$ cat src/rtl/ifbw_pkg.sv
// Overview of operation
// timer register: six enables, six flags
// clear enable means flag never sets
// timer A event sets bit 0
// timer B event sets bit 1
// converter enable bit 16, flag bit 0
// comparator enable bit 17, flag bit 1
// amplifier enable bit 16, flag bit 0
// port group 1 pin enables, pin flags
// port group 2 same layout
// reset mode overflow resets the chip
// clear bit restarts count from zero
// sleep stops the watchdog entirely
// idle overflow never resets the chip
// prescale divides by 2 to 32768
// action bit picks flag or reset
// reset action locks until chip reset
// counts only in operation after run
// run bit locks until chip reset
// count clock is oscillator over 256
// global enable gates every request; the code gates only irq_req, chip_reset_req is not gated
// live count readable in bits 30:16
// writing 0 clears a flag
// fixed group priority, 0 highest
// enabled pending flag raises vector request
// mask bytes always read zero
package ifbw_pkg;

  localparam int IFBW_AW = 20;
  localparam logic [19:0] IFBW_ADDR_TIM = 20'h40004;
  localparam logic [19:0] IFBW_ADDR_ADC = 20'h40008;
  localparam logic [19:0] IFBW_ADDR_ANA = 20'h4000C;
  localparam logic [19:0] IFBW_ADDR_PT1 = 20'h40010;
  localparam logic [19:0] IFBW_ADDR_PT2 = 20'h40014;
  localparam logic [19:0] IFBW_ADDR_GCTL = 20'h40018;
  localparam logic [19:0] IFBW_ADDR_DOG = 20'h40108;

  localparam int IFBW_EN_LSB = 16;
  localparam int IFBW_DOG_FLAG = 4;
  localparam int IFBW_WD_RUN = 4;
  localparam int IFBW_WD_CLR = 5;
  localparam int IFBW_WD_ACT = 6;
  localparam int IFBW_WD_CNT_LSB = 16;
  localparam int IFBW_WD_CNT_W = 15;
  localparam logic [2:0] IFBW_WD_PRE_RST = 3'h7;
  localparam int IFBW_LPO_DIV = 256;
  localparam int IFBW_GROUPS = 6;
  localparam int IFBW_GCTL_GIE = 0;
  localparam int IFBW_GCTL_GRP_LSB = 16;
  localparam int IFBW_GCTL_REQ = 19;
  localparam logic [31:0] IFBW_VEC_BASE = 32'h00000000;

  typedef struct packed {
    logic com;
    logic [4:0] tim;
    logic adc;
    logic [1:0] ana;
    logic [7:0] pt1;
    logic [7:0] pt2;
  } ifbw_events_t;

  typedef struct packed {
    logic [5:0] tim_en;
    logic [5:0] tim_flag;
    logic adc_en;
    logic adc_flag;
    logic [1:0] ana_en;
    logic [1:0] ana_flag;
    logic [7:0] pt1_en;
    logic [7:0] pt1_flag;
    logic [7:0] pt2_en;
    logic [7:0] pt2_flag;
    logic global_irq_enable;
    logic [2:0] dog_pre;
    logic dog_act;
    logic dog_run;
    logic [14:0] dog_cnt;
    logic [7:0] lpo_div;
    logic rst_req;
    logic irq_req;
    logic [2:0] irq_grp;
    logic [31:0] vec_addr;
    logic [31:0] rdata;
  } ifbw_state_t;

  localparam ifbw_state_t IFBW_STATE_RST =
    '{dog_pre: IFBW_WD_PRE_RST, default: '0};

endpackage

$ cat src/rtl/ifbw_top.sv
`timescale 1ns/1ns
module ifbw_top
  import ifbw_pkg::*;
#(
  parameter int LPO_DIV = IFBW_LPO_DIV
)
(
  input wire logic core_clk,
  input wire logic rst,
  input wire logic [IFBW_AW-1:0] addr,
  input wire logic [31:0] wr_data,
  input wire logic wr_en,
  input wire logic rd_en,
  output logic [31:0] rd_data,
  input wire ifbw_events_t events,
  input wire logic low_power_osc,
  input wire logic sleep_mode,
  input wire logic idle_mode,
  output logic irq_req,
  output logic [2:0] irq_group,
  output logic [31:0] irq_vec_addr,
  output logic chip_reset_req
);

  generate
    if (LPO_DIV < 2 || LPO_DIV > 256)
    begin : g_bad_div
      $error("LPO_DIV must lie in 2..256");
    end
  endgenerate

  localparam logic [7:0] DIV_LAST = 8'(LPO_DIV - 1);

  ifbw_state_t s_reg;
  ifbw_state_t s_next;

  logic wr_tim;
  logic wr_adc;
  logic wr_ana;
  logic wr_pt1;
  logic wr_pt2;
  logic wr_gctl;
  logic wr_dog;
  logic dog_clear;
  logic dog_active;
  logic wclk_tick;
  logic [15:0] dog_lim;
  logic dog_ovf;
  logic [5:0] tim_ev;
  logic [5:0] grp_pend;
  logic [2:0] grp_sel;

  always_comb
  begin
    wr_tim = wr_en && addr == IFBW_ADDR_TIM;
    wr_adc = wr_en && addr == IFBW_ADDR_ADC;
    wr_ana = wr_en && addr == IFBW_ADDR_ANA;
    wr_pt1 = wr_en && addr == IFBW_ADDR_PT1;
    wr_pt2 = wr_en && addr == IFBW_ADDR_PT2;
    wr_gctl = wr_en && addr == IFBW_ADDR_GCTL;
    wr_dog = wr_en && addr == IFBW_ADDR_DOG;
    // clear strobe
    dog_clear = wr_dog && wr_data[IFBW_WD_CLR];
    // R17: counts only when run and awake
    dog_active = s_reg.dog_run && !sleep_mode;
    // fixed oscillator divider
    wclk_tick = dog_active && low_power_osc && s_reg.lpo_div == DIV_LAST;
    // limit is 2^(2*code+1) - 1
    dog_lim = (16'h0001 << {s_reg.dog_pre, 1'b1}) - 16'h0001;
    dog_ovf = wclk_tick && {1'b0, s_reg.dog_cnt} == dog_lim;
    // flag only in timer behaviour
    tim_ev = {events.tim[4], dog_ovf && !s_reg.dog_act, events.tim[3:0]};
    // groups 1 to 5 pend on any enabled flag, group 0 on the com event
    grp_pend[0] = events.com;
    grp_pend[1] = |(s_reg.tim_en & s_reg.tim_flag);
    grp_pend[2] = s_reg.adc_en && s_reg.adc_flag;
    grp_pend[3] = |(s_reg.ana_en & s_reg.ana_flag);
    grp_pend[4] = |(s_reg.pt1_en & s_reg.pt1_flag);
    grp_pend[5] = |(s_reg.pt2_en & s_reg.pt2_flag);
    // lowest group number wins
    grp_sel = 3'h0;
    for (int i = IFBW_GROUPS - 1; i >= 0; i--)
    begin
      if (grp_pend[i])
      begin
        grp_sel = 3'(i);
      end
    end
  end

  always_comb
  begin
    s_next = s_reg;
    // R22: enables written, flags only cleared by 0
    if (wr_tim)
    begin
      s_next.tim_en = wr_data[IFBW_EN_LSB +: 6];
      s_next.tim_flag = s_reg.tim_flag & wr_data[5:0];
    end
    // converter enable and flag
    if (wr_adc)
    begin
      s_next.adc_en = wr_data[IFBW_EN_LSB];
      s_next.adc_flag = s_reg.adc_flag & wr_data[0];
    end
    // R7: comparator bit 1, amplifier bit 0
    if (wr_ana)
    begin
      s_next.ana_en = wr_data[IFBW_EN_LSB +: 2];
      s_next.ana_flag = s_reg.ana_flag & wr_data[1:0];
    end
    // port group 1 by pin number
    if (wr_pt1)
    begin
      s_next.pt1_en = wr_data[IFBW_EN_LSB +: 8];
      s_next.pt1_flag = s_reg.pt1_flag & wr_data[7:0];
    end
    // port group 2 same layout
    if (wr_pt2)
    begin
      s_next.pt2_en = wr_data[IFBW_EN_LSB +: 8];
      s_next.pt2_flag = s_reg.pt2_flag & wr_data[7:0];
    end
    if (wr_gctl)
    begin
      s_next.global_irq_enable = wr_data[IFBW_GCTL_GIE];
    end
    // R3: R4: events set only enabled flags, set beats clear
    s_next.tim_flag = s_next.tim_flag | (tim_ev & s_reg.tim_en);
    s_next.adc_flag = s_next.adc_flag | (events.adc & s_reg.adc_en);
    s_next.ana_flag = s_next.ana_flag | (events.ana & s_reg.ana_en);
    s_next.pt1_flag = s_next.pt1_flag | (events.pt1 & s_reg.pt1_en);
    s_next.pt2_flag = s_next.pt2_flag | (events.pt2 & s_reg.pt2_en);

    if (wr_dog)
    begin
      s_next.dog_pre = wr_data[2:0];
      // reset action sticks
      s_next.dog_act = s_reg.dog_act | wr_data[IFBW_WD_ACT];
      // run bit sticks
      s_next.dog_run = s_reg.dog_run | wr_data[IFBW_WD_RUN];
    end
    // clear also restarts the fixed divider
    if (dog_clear)
    begin
      s_next.dog_cnt = '0;
      s_next.lpo_div = '0;
    end
    else if (dog_active && low_power_osc)
    begin
      s_next.lpo_div = wclk_tick ? 8'h00 : s_reg.lpo_div + 8'h01;
      if (wclk_tick)
      begin
        s_next.dog_cnt = dog_ovf ? 15'h0000 : s_reg.dog_cnt + 15'h0001;
      end
    end
    // R13: reset only in reset mode and not idle
    s_next.rst_req = dog_ovf && s_reg.dog_act && !idle_mode;

    // no interrupt request reaches the core without global enable
    s_next.irq_req = s_reg.global_irq_enable && |grp_pend;
    s_next.irq_grp = grp_sel;
    s_next.vec_addr = IFBW_VEC_BASE + {27'h0, grp_sel, 2'b00};

    // mask bytes and unused bits read zero
    s_next.rdata = 32'h00000000;
    if (rd_en)
    begin
      case (addr)
        IFBW_ADDR_TIM:
          s_next.rdata = {10'h000, s_reg.tim_en, 10'h000, s_reg.tim_flag};
        IFBW_ADDR_ADC:
          s_next.rdata = {15'h0000, s_reg.adc_en, 15'h0000, s_reg.adc_flag};
        IFBW_ADDR_ANA:
          s_next.rdata = {14'h0000, s_reg.ana_en, 14'h0000, s_reg.ana_flag};
        IFBW_ADDR_PT1:
          s_next.rdata = {8'h00, s_reg.pt1_en, 8'h00, s_reg.pt1_flag};
        IFBW_ADDR_PT2:
          s_next.rdata = {8'h00, s_reg.pt2_en, 8'h00, s_reg.pt2_flag};
        IFBW_ADDR_GCTL:
          s_next.rdata = {12'h000, s_reg.irq_req, s_reg.irq_grp,
                          15'h0000, s_reg.global_irq_enable};
        // live count, clear bit reads back zero
        IFBW_ADDR_DOG:
          s_next.rdata = {1'b0, s_reg.dog_cnt, 9'h000, s_reg.dog_act,
                          1'b0, s_reg.dog_run, 1'b0, s_reg.dog_pre};
        default:
          s_next.rdata = 32'h00000000;
      endcase
    end
  end

  always_ff @(posedge core_clk)
  begin
    if (rst)
    begin
      s_reg <= IFBW_STATE_RST;
    end
    else
    begin
      s_reg <= s_next;
    end
  end

  assign rd_data = s_reg.rdata;
  assign irq_req = s_reg.irq_req;
  assign irq_group = s_reg.irq_grp;
  assign irq_vec_addr = s_reg.vec_addr;
  assign chip_reset_req = s_reg.rst_req;
endmodule

$ cat config.mk
export PLATFORM = sky130hd
export DESIGN_NAME = ifbw_top
export DESIGN_NICKNAME = d
export VERILOG_FILES = /design/src/rtl/ifbw_pkg.sv /design/src/rtl/ifbw_top.sv
export SDC_FILE = /design/constraint.sdc
export NUM_CORES = 1
export LEC_CHECK = 0
export BUFFER_PORTS_ARGS = -buffer_cell sky130_fd_sc_hd__buf_2
export CAP_MARGIN = 20
export CORE_MARGIN = 5
export CORE_UTILIZATION = 40
export CTS_BUF_LIST = sky130_fd_sc_hd__clkbuf_8
export CTS_CLUSTER_SIZE = 40
export DETAILED_ROUTE_END_ITERATION = 16
export PLACE_DENSITY = 0.74
export SYNTH_ARGS = -nofsm -noshare
export SYNTH_HDL_FRONTEND = slang
export SYNTH_SLANG_ARGS = --single-unit
$ cat constraint.sdc
create_clock -name core_clk -period 7.2 [get_ports core_clk]
set_clock_uncertainty 0.1 [all_clocks]
set_input_delay 0.36 -clock core_clk [delete_from_list [all_inputs] [get_ports core_clk]]
set_output_delay 0.36 -clock core_clk [all_outputs]
set_load 0.005 [all_outputs]
# Word level (Yosys, flattened, before mapping)
# Cells that the tools add are included.
# op_classes
muxes,14
shift,1
n_eq_ne,9
bitwise_logic,22
n_addsub,3
reduce_logical,28
# op_table
cell,n
31-bit case mux with 7 select lines,1
"20-bit by 19-bit == test with 1-bit output, second input constant",7
8-bit AND,6
26-bit OR reduction,1
8-bit 2-to-1 mux,3
6-bit AND,3
3-bit 2-to-1 mux,6
1-bit logical AND,17
15-bit by 16-bit == test with 1-bit output,1
8-bit bitwise OR,2
8-bit OR reduction,2
"1-bit by 4-bit << shifter with 16-bit output, first input constant",1
"16-bit by 1-bit subtractor with 16-bit output, second input constant",1
"15-bit by 1-bit adder with 15-bit output, second input constant",1
15-bit 2-to-1 mux,1
"8-bit by 1-bit adder with 8-bit output, second input constant",1
"8-bit == test, second input constant",1
2-bit AND,3
6-bit 2-to-1 mux,1
6-bit bitwise OR,1
2-bit OR reduction,3
6-bit OR reduction,1
1-bit logical NOT,3
1-bit bitwise OR,3
other kinds (6),7
# totals
reg_bits,145
wordCells,98
out_inout_bits,69
in_bits,84

# Longest topological paths before layout
# Gate-level depths: netlist of the first run.
# logic_depth
depth_word,8
depth_mapped,12
mapped_depth_nobuf,9

# Least setup slack after synthesis of the first run
# Ideal clock, no wire load.
# synth_path
path_kind,reg2reg
startpoint,reg s_reg[94] (netlist name)
endpoint,reg s_reg[79] (netlist name)
arrival_time_ns,2.548
required_time_ns,6.979
path_stages_with_launch,12
setup_time_ns,0.121
slack_ns,4.431
path_buffers,2
synth_period_minus_slack_ns,2.769
path_cell_list,dfxtp_1 -> buf_2 -> inv_2 -> or3_1 -> ha_1 -> xnor2_1 -> a21o_1 -> a311oi_2 -> o2111ai_2 -> nor4_4 -> buf_4 -> nor3_1
# synth_between
elab_chain_cells,5
# synth_rtl
item,line,rtl
start: declaration,ifbw_top.sv:34,ifbw_state_t s_reg;
start signal: assignment,ifbw_top.sv:201,s_reg <= s_next;
1-bit by 4-bit << shifter with 16-bit output,ifbw_top.sv:69,"dog_lim = (16'h0001 << {s_reg.dog_pre, 1'b1}) - 16'h0001;"
16-bit by 1-bit subtractor with 16-bit output,ifbw_top.sv:69,
15-bit by 16-bit == test with 1-bit output,ifbw_top.sv:70,"dog_ovf = wclk_tick && {1'b0, s_reg.dog_cnt} == dog_lim;"
1-bit logical AND,ifbw_top.sv:70,
15-bit 2-to-1 mux,ifbw_top.sv:154,s_next.dog_cnt = dog_ovf ? 15'h0000 : s_reg.dog_cnt + 15'h0001;
# No other way between the ends.
# A chain may end at the register's enable or synchronous reset.

# Worst setup path after layout of the first run
# layout_path
startpoint,reg s_reg[94] (netlist name)
endpoint,"reg s_reg, in the netlist chip_reset_req"
# layout_between
elab_chain_cells,6
# layout_rtl
item,line,rtl
1-bit by 4-bit << shifter with 16-bit output,ifbw_top.sv:69,
16-bit by 1-bit subtractor with 16-bit output,ifbw_top.sv:69,
15-bit by 16-bit == test with 1-bit output,ifbw_top.sv:70,
1-bit logical AND,ifbw_top.sv:70,
1-bit logical AND (2 in a row),ifbw_top.sv:158,s_next.rst_req = dog_ovf && s_reg.dog_act && !idle_mode;
# No other way between the ends.

==> results.ini, run 1 <==
[final_layout]
drive_above_1_share_pct = 22.60
diodes = 0
n_fill_cell = 1417
syn2layout_area_growth_pct = 6.719
multi_input_area_um2 = 2869
utilization_pct = 43.14
nets = 759
final-seq-area_um2 = 2142
largest_reg_flops = 79

[clock_tree]
htreeDepth = 3
clk_pin_slew_ps = 110
hold_buffers = 0
clkLatencyLatePin_ps = 380
cts-resized-gates = 0
cts_tree = yes
clockBufferDepth = 2
cts.sinks = 107
cts_made_buffers = 9
cts_root_buffer = clkbuf_8
postCtsSetupRepairBufs = 0

[grt]
antenna_found_initial = 0
grt_max_degree = 65
overflow = 0
grt_pass1_wl_um = 22540
grt_util_all_layers_pct = 17.19
grt_pass1_vias = 4225

[timing]
slew_headroom_pct = 35.89
tightest_slew_ps = 958.9
min_period_ps = 3321
report.final.hold_viol_count = 0
max_freq_ghz = 0.3011
fin_tns_setup_ps = 0
setup_viol = 0
grt_setup_unrepaired = no
final_max_slew_viol_count = 0
period_share_pct = 46.13

[setup_path]
crit_type = flip-flop to flip-flop
crit_start = s_reg[94]
end_kind = flip-flop
arrival_ps = 3540
cp.required_ps = 7420
rr_startpoint = s_reg[94]
path_max_fanout = 14
worstSetupStartpointType = flip-flop

[pwr]
p_per_area_nw_per_um2 = 167.1
ir_worst_vdd_mv = 0.08672
leakage_nw = 2.402

[yosys]
synthFlopType = dfxtp_1
synth.area.top_cells = dfxtp_1 (38%), buf_4 (9.8%), mux2i_1 (6.1%), a21oi_1 (4.0%), nor2_1 (3.2%)
synth_top_cells_by_count = dfxtp_1 (107), buf_4 (73), nor2_1 (47)
syn_inst = 626
synth_top_area_share_pct = 38.47
avgSynthCellArea_um2 = 8.894
yosysTopAreaCell = dfxtp_1
synth-edff-count = 0
ys_ff_latch = 107
yosysWarnings = 0
syn_area_um2 = 5568
synth_cell_types = 65
synth_most_common_cell = dfxtp_1
ys_seq_area_share_pct = 38.47
async_flop_share_pct = 0

[die]
ios = 153
die_x_um = 128.0
die_h_um = 128.0
initial_utilization_pct = 40.43
rows = 43
core-area_um2 = 13770
dieArea_um2 = 16380

[routing]
routed_wl_um = 13970
drc = 0
drtIter0Drc = 503
routed-via-count = 4549
top_layer_used = met4
vias_per_cell = 5.308
drtAntennaViolNets = 0
first_pass_iters = 7
wl_met1_um = 6569
wl_met2_um = 5989
wl_met3_um = 1164
wl_per_cell_um = 16.30

[status]
outcome = completed

[placement]
gp_congestion = 0.8589
io_buffers = 98
dp_hpwl_um = 10490

[worst_hold_path]
hold_path_startpoint = events[24]
worstHoldPathType = input pin to flip-flop

[run]
drv_cap = 0

-- path summary, 6_finish.rpt --
kind	endpoint	cells after the start	slack, ps
worst min register to register	s_reg[70]	2	380
worst max-delay path	chip_reset_req	9	3880
worst max register to register	chip_reset_req	9	3880
worst min-delay path	irq_vec_addr[2]	2	60
-- layer usage --
| layer | vias to the layer above | track usage [%] |
|---|---|---|
| met5 | - | 0 |
| met4 | 0 | 5.306 |
| met3 | 18 | 3.333 |
| met2 | 205 | 24.95 |
| met1 | 2110 | 25.63 |
| li1 | 2216 | - |
-- kinds of logic after synthesis --
logic type / synth area share, %
AO/OA/AOI/OAI: 14.85
XOR/XNOR: 3.303
adder cells (fa/ha/maj): 0.6742
buffers and inverters: 12.49
flip-flops: 38.47
multiplexers: 7.730
other: 0.06735
AND/OR/NAND/NOR: 22.40
-- critical path, stage by stage (launching register included) --
cell	delay [ps]
dfxtp_1	630
inv_2	110
or3_1	390
ha_1	290
xnor2_1	130
a21o_1	160
a311oi_2	250
o2111ai_2	210
nor4_4	740
and3_1	260
-- cell type report --
class                   count  area share (%)
inverters                   4          0.2527
repair buffers            100           8.507
flip-flops and latches    107           36.05
multi-input cells         450           48.28
well taps                 180           3.790
clock inverters             7           1.032
clock buffers               9           2.085
-- per-stage QoR --
| step | total power, mW | std cells | cell area [um^2] | worst slack (ps) | hold WS (ps) |
|---|---|---|---|---|---|
| floorplan | 0.6436 | 663 | 5707 | 4431 | 336.8 |
| global placement | 0.6561 | 841 | 5757 | 3899 | 354.1 |
| detailed placement | 0.6561 | 841 | 5757 | 3915 | 362.5 |
| CTS | 0.9975 | 857 | 5942 | 3857 | 53.94 |
| global route | 1.030 | 857 | 5942 | 3578 | 52.02 |
| finish | 0.9931 | 857 | 5942 | 3879 | 63.08 |
-- placed cells by master, fill, tap and decap left out, drive strengths merged, types with 2 or more instances in the layout --
cell      Yosys  final
mux2i        34     34
and3b         3      3
nor3         19     19
a21o          2      2
nor4          7      7
nand2        42     42
buf          90    100
or2           2      2
nor2b        12     12
nor3b         6      6
nand2b        8      8
ha            3      3
and3          5      5
o21ai        30     30
xnor2         9      9
inv           4      6
nand3        18     18
nand3b        4      4
or3           4      4
a211o         3      3
a222oi        9      9
a221oi        2      2
xor2         12     12
nor4b         4      4
mux2          8      8
a22o          2      2
and2         12     12
clkbuf       12      9
nand4        11     11
dfxtp       107    107
a31oi         3      3
conb          1     38
a21oi        45     45
nor2         58     58
clkinvlp      0      4
a22oi        15     15
a211oi        5      5
a32oi         3      3
-- power breakdown --
group | internal, mW | leakage (nW) | switching, mW
clock network | 0.131 | 0.0815 | 0.219
registers | 0.591 | 0.861 | 0.000000265
logic | 0.0188 | 1.46 | 0.0335
No activity file was read; power rests on OpenSTA's default activity.
==> run 2: changes to the inputs <==
Clock period 7.2 ns to 3.28 ns, I/O delays scaled along.
==> run 2 against run 1 <==
Largest power group unchanged. Largest cell class unchanged. Clock power grew 130%. Hold slack got worse by 44 ps. Via count grew 4.6%. Critical path depth shrank 1. Sequential share of layout area down 2.7 points. First-iteration DRC count fell by 19%. Register-to-register slack worse by 3400 ps. Non-clock buffer count is 50 higher. Combinational power grew to 2.9 times the previous value.
==> results.ini, run 2 (synthesis results as in run 1) <==
[routing]
wl_per_cell_um = 16.27  ; -0.17%
routed_wl_um = 14750  ; +5.6%
drtIter0Drc = 406  ; -19%
first_pass_iters = 12  ; +5
drtAntennaViolNets = 0  ; unchanged
drc = 0  ; unchanged
routed-via-count = 4757  ; +4.6%
vias_per_cell = 5.245  ; -1.2%

[worst_hold_path]
hold_path_startpoint = wr_data[3]
worstHoldPathType = input pin to flip-flop

[die]
core-area_um2 = 13770  ; unchanged
die_x_um = 128.0  ; unchanged
initial_utilization_pct = 40.43  ; unchanged
rows = 43  ; unchanged
ios = 153  ; unchanged
dieArea_um2 = 16380  ; unchanged
die_h_um = 128.0  ; unchanged

[timing]
min_period_ps = 2783  ; -538.2 ps
setup_viol = 0  ; unchanged
slew_headroom_pct = 50.05  ; +14 points
max_freq_ghz = 0.3593  ; +19%
whs_ps = 19.47  ; -43.61 ps
period_share_pct = 84.85  ; +39 points
tightest_slew_ps = 749.2  ; -209.6 ps
fin_tns_setup_ps = 0  ; unchanged
report.final.hold_viol_count = 0  ; unchanged
final_max_slew_viol_count = 0  ; unchanged
grt_setup_unrepaired = no

[pwr]
internal_power_mw = 1.667  ; +120%
ir_worst_vdd_mv = 0.2110  ; +140%
sw_frac_of_total_pct = 26.13  ; +0.76 points
p_sw_uw = 589.8  ; +130%
p_per_area_nw_per_um2 = 350.8  ; +110%
leakage_nw = 2.638  ; +9.8%
p_total_mw = 2.257  ; +130%
clockPowerShare_pct = 35.7  ; +0.5 points
power_frac_comb_pct = 6.7  ; +1.4 points
p_seq_share_pct = 57.5  ; -2.0 points

[placement]
io_buffers = 98  ; unchanged
dpl_cell_area_um2 = 5824  ; +1.2%
dp.cells = 850  ; +1.1%
gp_congestion = 0.9095  ; +5.9%
dp_hpwl_um = 10680  ; +1.8%

[setup_path]
worstSetupStartpointType = flip-flop
path_max_fanout = 10  ; -4
end_kind = flip-flop
arrival_ps = 3010  ; -530 ps
crit_type = flip-flop to flip-flop
cp.required_ps = 3500  ; -3920 ps
rr_startpoint = s_reg[95]
crit_start = s_reg[95]

[final_layout]
final_common_cell = dfxtp_1
layout.cells.non_filler = 907  ; +5.8%
diodes = 0  ; unchanged
syn2layout_area_growth_pct = 15.53
drive_above_1_share_pct = 22.28  ; -0.32 points
final_cell_mix = dfxtp_1 (107), buf_2 (98), nor2_1 (47)
nets = 809  ; +6.6%
final_area_um2 = 6432  ; +8.3%
largest_reg_flops = 79  ; unchanged

[status]
outcome = completed

[grt]
grt_max_degree = 48  ; -26%
overflow = 0  ; unchanged
grt_pass1_vias = 4401  ; +4.2%
grt_util_all_layers_pct = 18.11  ; +0.92 points
grt_pass1_wl_um = 23420  ; +3.9%
grt_util_met2_pct = 27.14  ; +2.2 points
met1_usage_pct = 25.77  ; +0.14 points
met3_usage_pct = 4.417  ; +1.1 points
grt_busiest_layer = met2
antenna_found_initial = 0  ; unchanged

[clock_tree]
cts_tree = yes
clk_pin_slew_ps = 120  ; about the same
cts_root_buffer = clkbuf_8
postCtsSetupRepairBufs = 0  ; unchanged
htreeDepth = 3  ; unchanged
cts-resized-gates = 0  ; unchanged
clkLatencyLatePin_ps = 390  ; about the same
cts_made_buffers = 9  ; unchanged
cts.sinks = 107  ; unchanged
clockBufferDepth = 2  ; unchanged

[run]
drv_cap = 0  ; unchanged

[run 2: layer usage]
metal	vias to the layer above	wire, um
li1	2307	-
met1	2208	6653
met2	211	6476
met3	31	1322
met4	0	302
met5	-	0
[run 2: power by group through the flow]
stage	Combinational (mW)	Clock [mW]	Sequential, mW
floorplan	0.0846	0	1.33
CTS	0.148	0.820	1.30
global route	0.166	0.874	1.30
finish	0.152	0.806	1.30
global placement	0.113	0	1.33
detailed placement	0.114	0	1.33
[run 2: layout make-up]
cell class / count / area (um^2)
clock buffers: 9 / 123.9
clock inverters: 7 / 73.82
fillers: 1331 / 7341
inverters: 4 / 15.01
multi-input cells: 450 / 2869
flip-flops and latches: 107 / 2142
well taps: 180 / 225.2
repair buffers: 150 / 983.4
[run 2: critical path: stages (launching register included)]
cell and delay (ps):
dfxtp_1 430, or3_1 430, ha_1 320, xnor2_1 120
a21o_1 160, a311oi_2 250, o2111ai_2 200, or4_1 560
a21oi_1 140
[run 2: worst paths after layout]
kind	slack, ps	depth (start not counted)	endpoint
setup / recovery	500	8	s_reg[140]
hold / removal	20	3	s_reg[101]
setup reg to reg	500	8	s_reg[140]
hold reg to reg	390	2	s_reg[70]
[run 2: repair_timing]
| item | in CTS | in global routing |
|---|---|---|
| hold endpoints to repair | 57 | 0 |
| setup endpoints to repair | 0 | 0 |
| hold buffers | 41 | 0 |
[run 2: stage by stage]
stage          setup slack (ps)  utilization [%]
2_1_floorplan             511.4                -
3_3_place_gp              572.1            42.29
3_5_place_dp              505.7            42.29
4_1_cts                   488.8            46.70
5_1_grt                   358.5            46.70
6_report                  497.0            46.70
==> run 3: changes to the inputs <==
Settings changed: ABC_AREA set to 1, PLACE_DENSITY 0.74 to 0.73.
Clock period 3.28 ns to 2.88 ns, I/O delays scaled along.
==> run 3 against run 2 <==
Flip-flop and latch count did not move. Global-route usage is 1.2 points higher. Utilization rose by 0.37 points. Non-clock buffer count stayed put. Critical path type unchanged.
==> results.ini, run 3 <==
[status]
outcome = completed

[die]
die_h_um = 131.0  ; +2.4%
rows = 44  ; +2.3%
die_x_um = 131.0  ; +2.4%
core-area_um2 = 14420  ; +4.7%
dieArea_um2 = 17160  ; +4.8%
ios = 153  ; unchanged
initial_utilization_pct = 40.61  ; +0.18 points

[final_layout]
largest_reg_flops = 79  ; unchanged
syn2layout_area_growth_pct = 15.92
nets = 1034  ; +28%
final_common_cell = nand2_1
n_fill_cell = 1464  ; +10%
final_cell_mix = nand2_1 (156), dfxtp_1 (107), buf_2 (98)
final_area_um2 = 6789  ; +5.5%
drive_above_1_share_pct = 17.65  ; -4.6 points

[yosys]
syn_area_um2 = 5857  ; +5.2%
synth.area.top_cells = dfxtp_1 (37%), nand2_1 (10%), buf_4 (8.7%), nand3_1 (5.9%), nor2_1 (5.6%)
yosysWarnings = 0  ; unchanged
ys_ff_latch = 107  ; unchanged
synth_top_area_share_pct = 36.57  ; -1.9 points
synth_cell_types = 41  ; -37%
ys_seq_area_share_pct = 36.57  ; -1.9 points
synth_top_cells_by_count = nand2_1 (156), dfxtp_1 (107), nor2_1 (88)
synth-edff-count = 0  ; unchanged
yosysTopAreaCell = dfxtp_1
avgSynthCellArea_um2 = 6.989  ; -21%
syn_inst = 838  ; +34%
synthFlopType = dfxtp_1
synth_most_common_cell = nand2_1
async_flop_share_pct = 0  ; unchanged

[run]
drv_cap = 0  ; unchanged

[timing]
fin_tns_setup_ps = 0  ; unchanged
period_share_pct = 81.90  ; -2.9 points
slew_headroom_pct = 49.43  ; -0.63 points
max_freq_ghz = 0.4240  ; +18%
report.final.hold_viol_count = 0  ; unchanged
setup_slack_ps = 521.3  ; +24.35 ps
setup_viol = 0  ; unchanged
min_period_ps = 2359  ; -424.4 ps
final_max_slew_viol_count = 0  ; unchanged
tightest_slew_ps = 756.8  ; +7.551 ps
grt_setup_unrepaired = no

[setup_path]
worstSetupStartpointType = flip-flop
arrival_ps = 2540  ; -470 ps
path_max_fanout = 13  ; +3
cp.required_ps = 3060  ; -440 ps
end_kind = flip-flop
crit_type = flip-flop to flip-flop

[routing]
routed_wl_um = 16720  ; +13%
drc = 0  ; unchanged
routed-via-count = 5705  ; +20%
drtIter0Drc = 464  ; +14%
drtAntennaViolNets = 0  ; unchanged
wl_per_cell_um = 14.71  ; -9.6%
vias_per_cell = 5.018  ; -4.3%
first_pass_iters = 5  ; -7

[placement]
dp_slack_ps = 538.6  ; +32.97 ps
io_buffers = 98  ; unchanged
dpl_cell_area_um2 = 6137  ; +5.4%
dp_hpwl_um = 12170  ; +14%
gp_congestion = 0.9211  ; +1.3%

[clock_tree]
clk_pin_slew_ps = 110  ; about the same
cts_made_buffers = 9  ; unchanged
clockBufferDepth = 2  ; unchanged
clkLatencyLatePin_ps = 400  ; about the same
htreeDepth = 3  ; unchanged
cts_tree = yes
postCtsSetupRepairBufs = 0  ; unchanged
cts_root_buffer = clkbuf_8
cts.sinks = 107  ; unchanged

[pwr]
leakage_nw = 2.844  ; +7.8%
p_per_area_nw_per_um2 = 377.2  ; +7.5%
p_total_mw = 2.561  ; +13%
ir_worst_vdd_mv = 0.2670  ; +27%

[grt]
grt_util_all_layers_pct = 19.32  ; +1.2 points
grt_max_degree = 29  ; -40%
grt_pass1_vias = 5204  ; +18%
overflow = 0  ; unchanged
antenna_found_initial = 1  ; +1
grt_pass1_wl_um = 25760  ; +10%

[worst_hold_path]
worstHoldPathType = input pin to flip-flop

[run 3: routing by layer]
layer / up-vias / wire length [um] / share of wire (%) / global-route usage [%]
met5: - / 0 / 0 / 0
li1: 2845 / - / - / -
met2: 244 / 7723 / 46 / 30.73
met1: 2581 / 7171 / 43 / 25.26
met4: 0 / 416 / 2.5 / 7.441
met3: 35 / 1412 / 8.4 / 4.797
[run 3: area by class of cell]
cell class	instances	area [um^2]	share of cell area [%]
clock inverter	5	37.54	0.5529
clock buffer	11	151.4	2.230
timing repair buffer	150	996.0	14.67
inverter	89	335.3	4.939
antenna	1	2.502	0.03686
tap	184	230.2	3.391
multi-input combinational	590	2894	42.63
sequential	107	2142	31.55
[run 3: worst paths after layout]
path	cells after the start	start	slack [ps]	to
worst min register to register	2	s_reg[97]	370	irq_req
worst max register to register	13	s_reg[96]	520	s_reg[89]
worst max-delay path	13	s_reg[96]	520	s_reg[89]
worst min-delay path	3	wr_data[5]	10	s_reg[119]
[run 3: power breakdown]
part / internal (mW) / switching [mW]
sequential: 1.48 / 0.000000771
clock: 0.363 / 0.535
combinational: 0.0795 / 0.105
total: 1.92 / 0.640
[run 3: cell families after synthesis]
group | after synthesis | synth area share (%)
AOI/OAI and AO/OA | 137 | 12.31
xor gates and xnor gates | 9 | 1.346
adders and majority gates | 3 | 0.6410
buffers and inverters | 178 | 16.39
DFF | 107 | 36.57
other | 1 | 0.06403
and+or+nand+nor | 403 | 32.69
[run 3: worst max-delay path, cell delays in order (launching register included)]
cell,delay [ps]
dfxtp_1,600
inv_1,200
nand2_1,160
ha_1,250
inv_1,60
nand2_1,40
nand2_1,60
nand3_1,60
nor2_1,90
nand2_1,70
nor2_2,110
nand3_2,110
nand2_2,250
nor2_1,80
[run 3: per-stage QoR]
stage                     hold slack [ps]  util, %  cells
after global routing                26.12    47.07   1137
after floorplan                     122.6        -    875
after detailed placement            271.0    42.55   1074
after CTS                           6.565    47.05   1136
after global placement              269.5    42.55   1074
final                               12.46    47.07   1137
[run 3: what timing repair did]
action | CTS | global route
hold buffers | 46 | 0
endpoints found under the hold margin | 51 | 0
resized for setup | 0 | 0
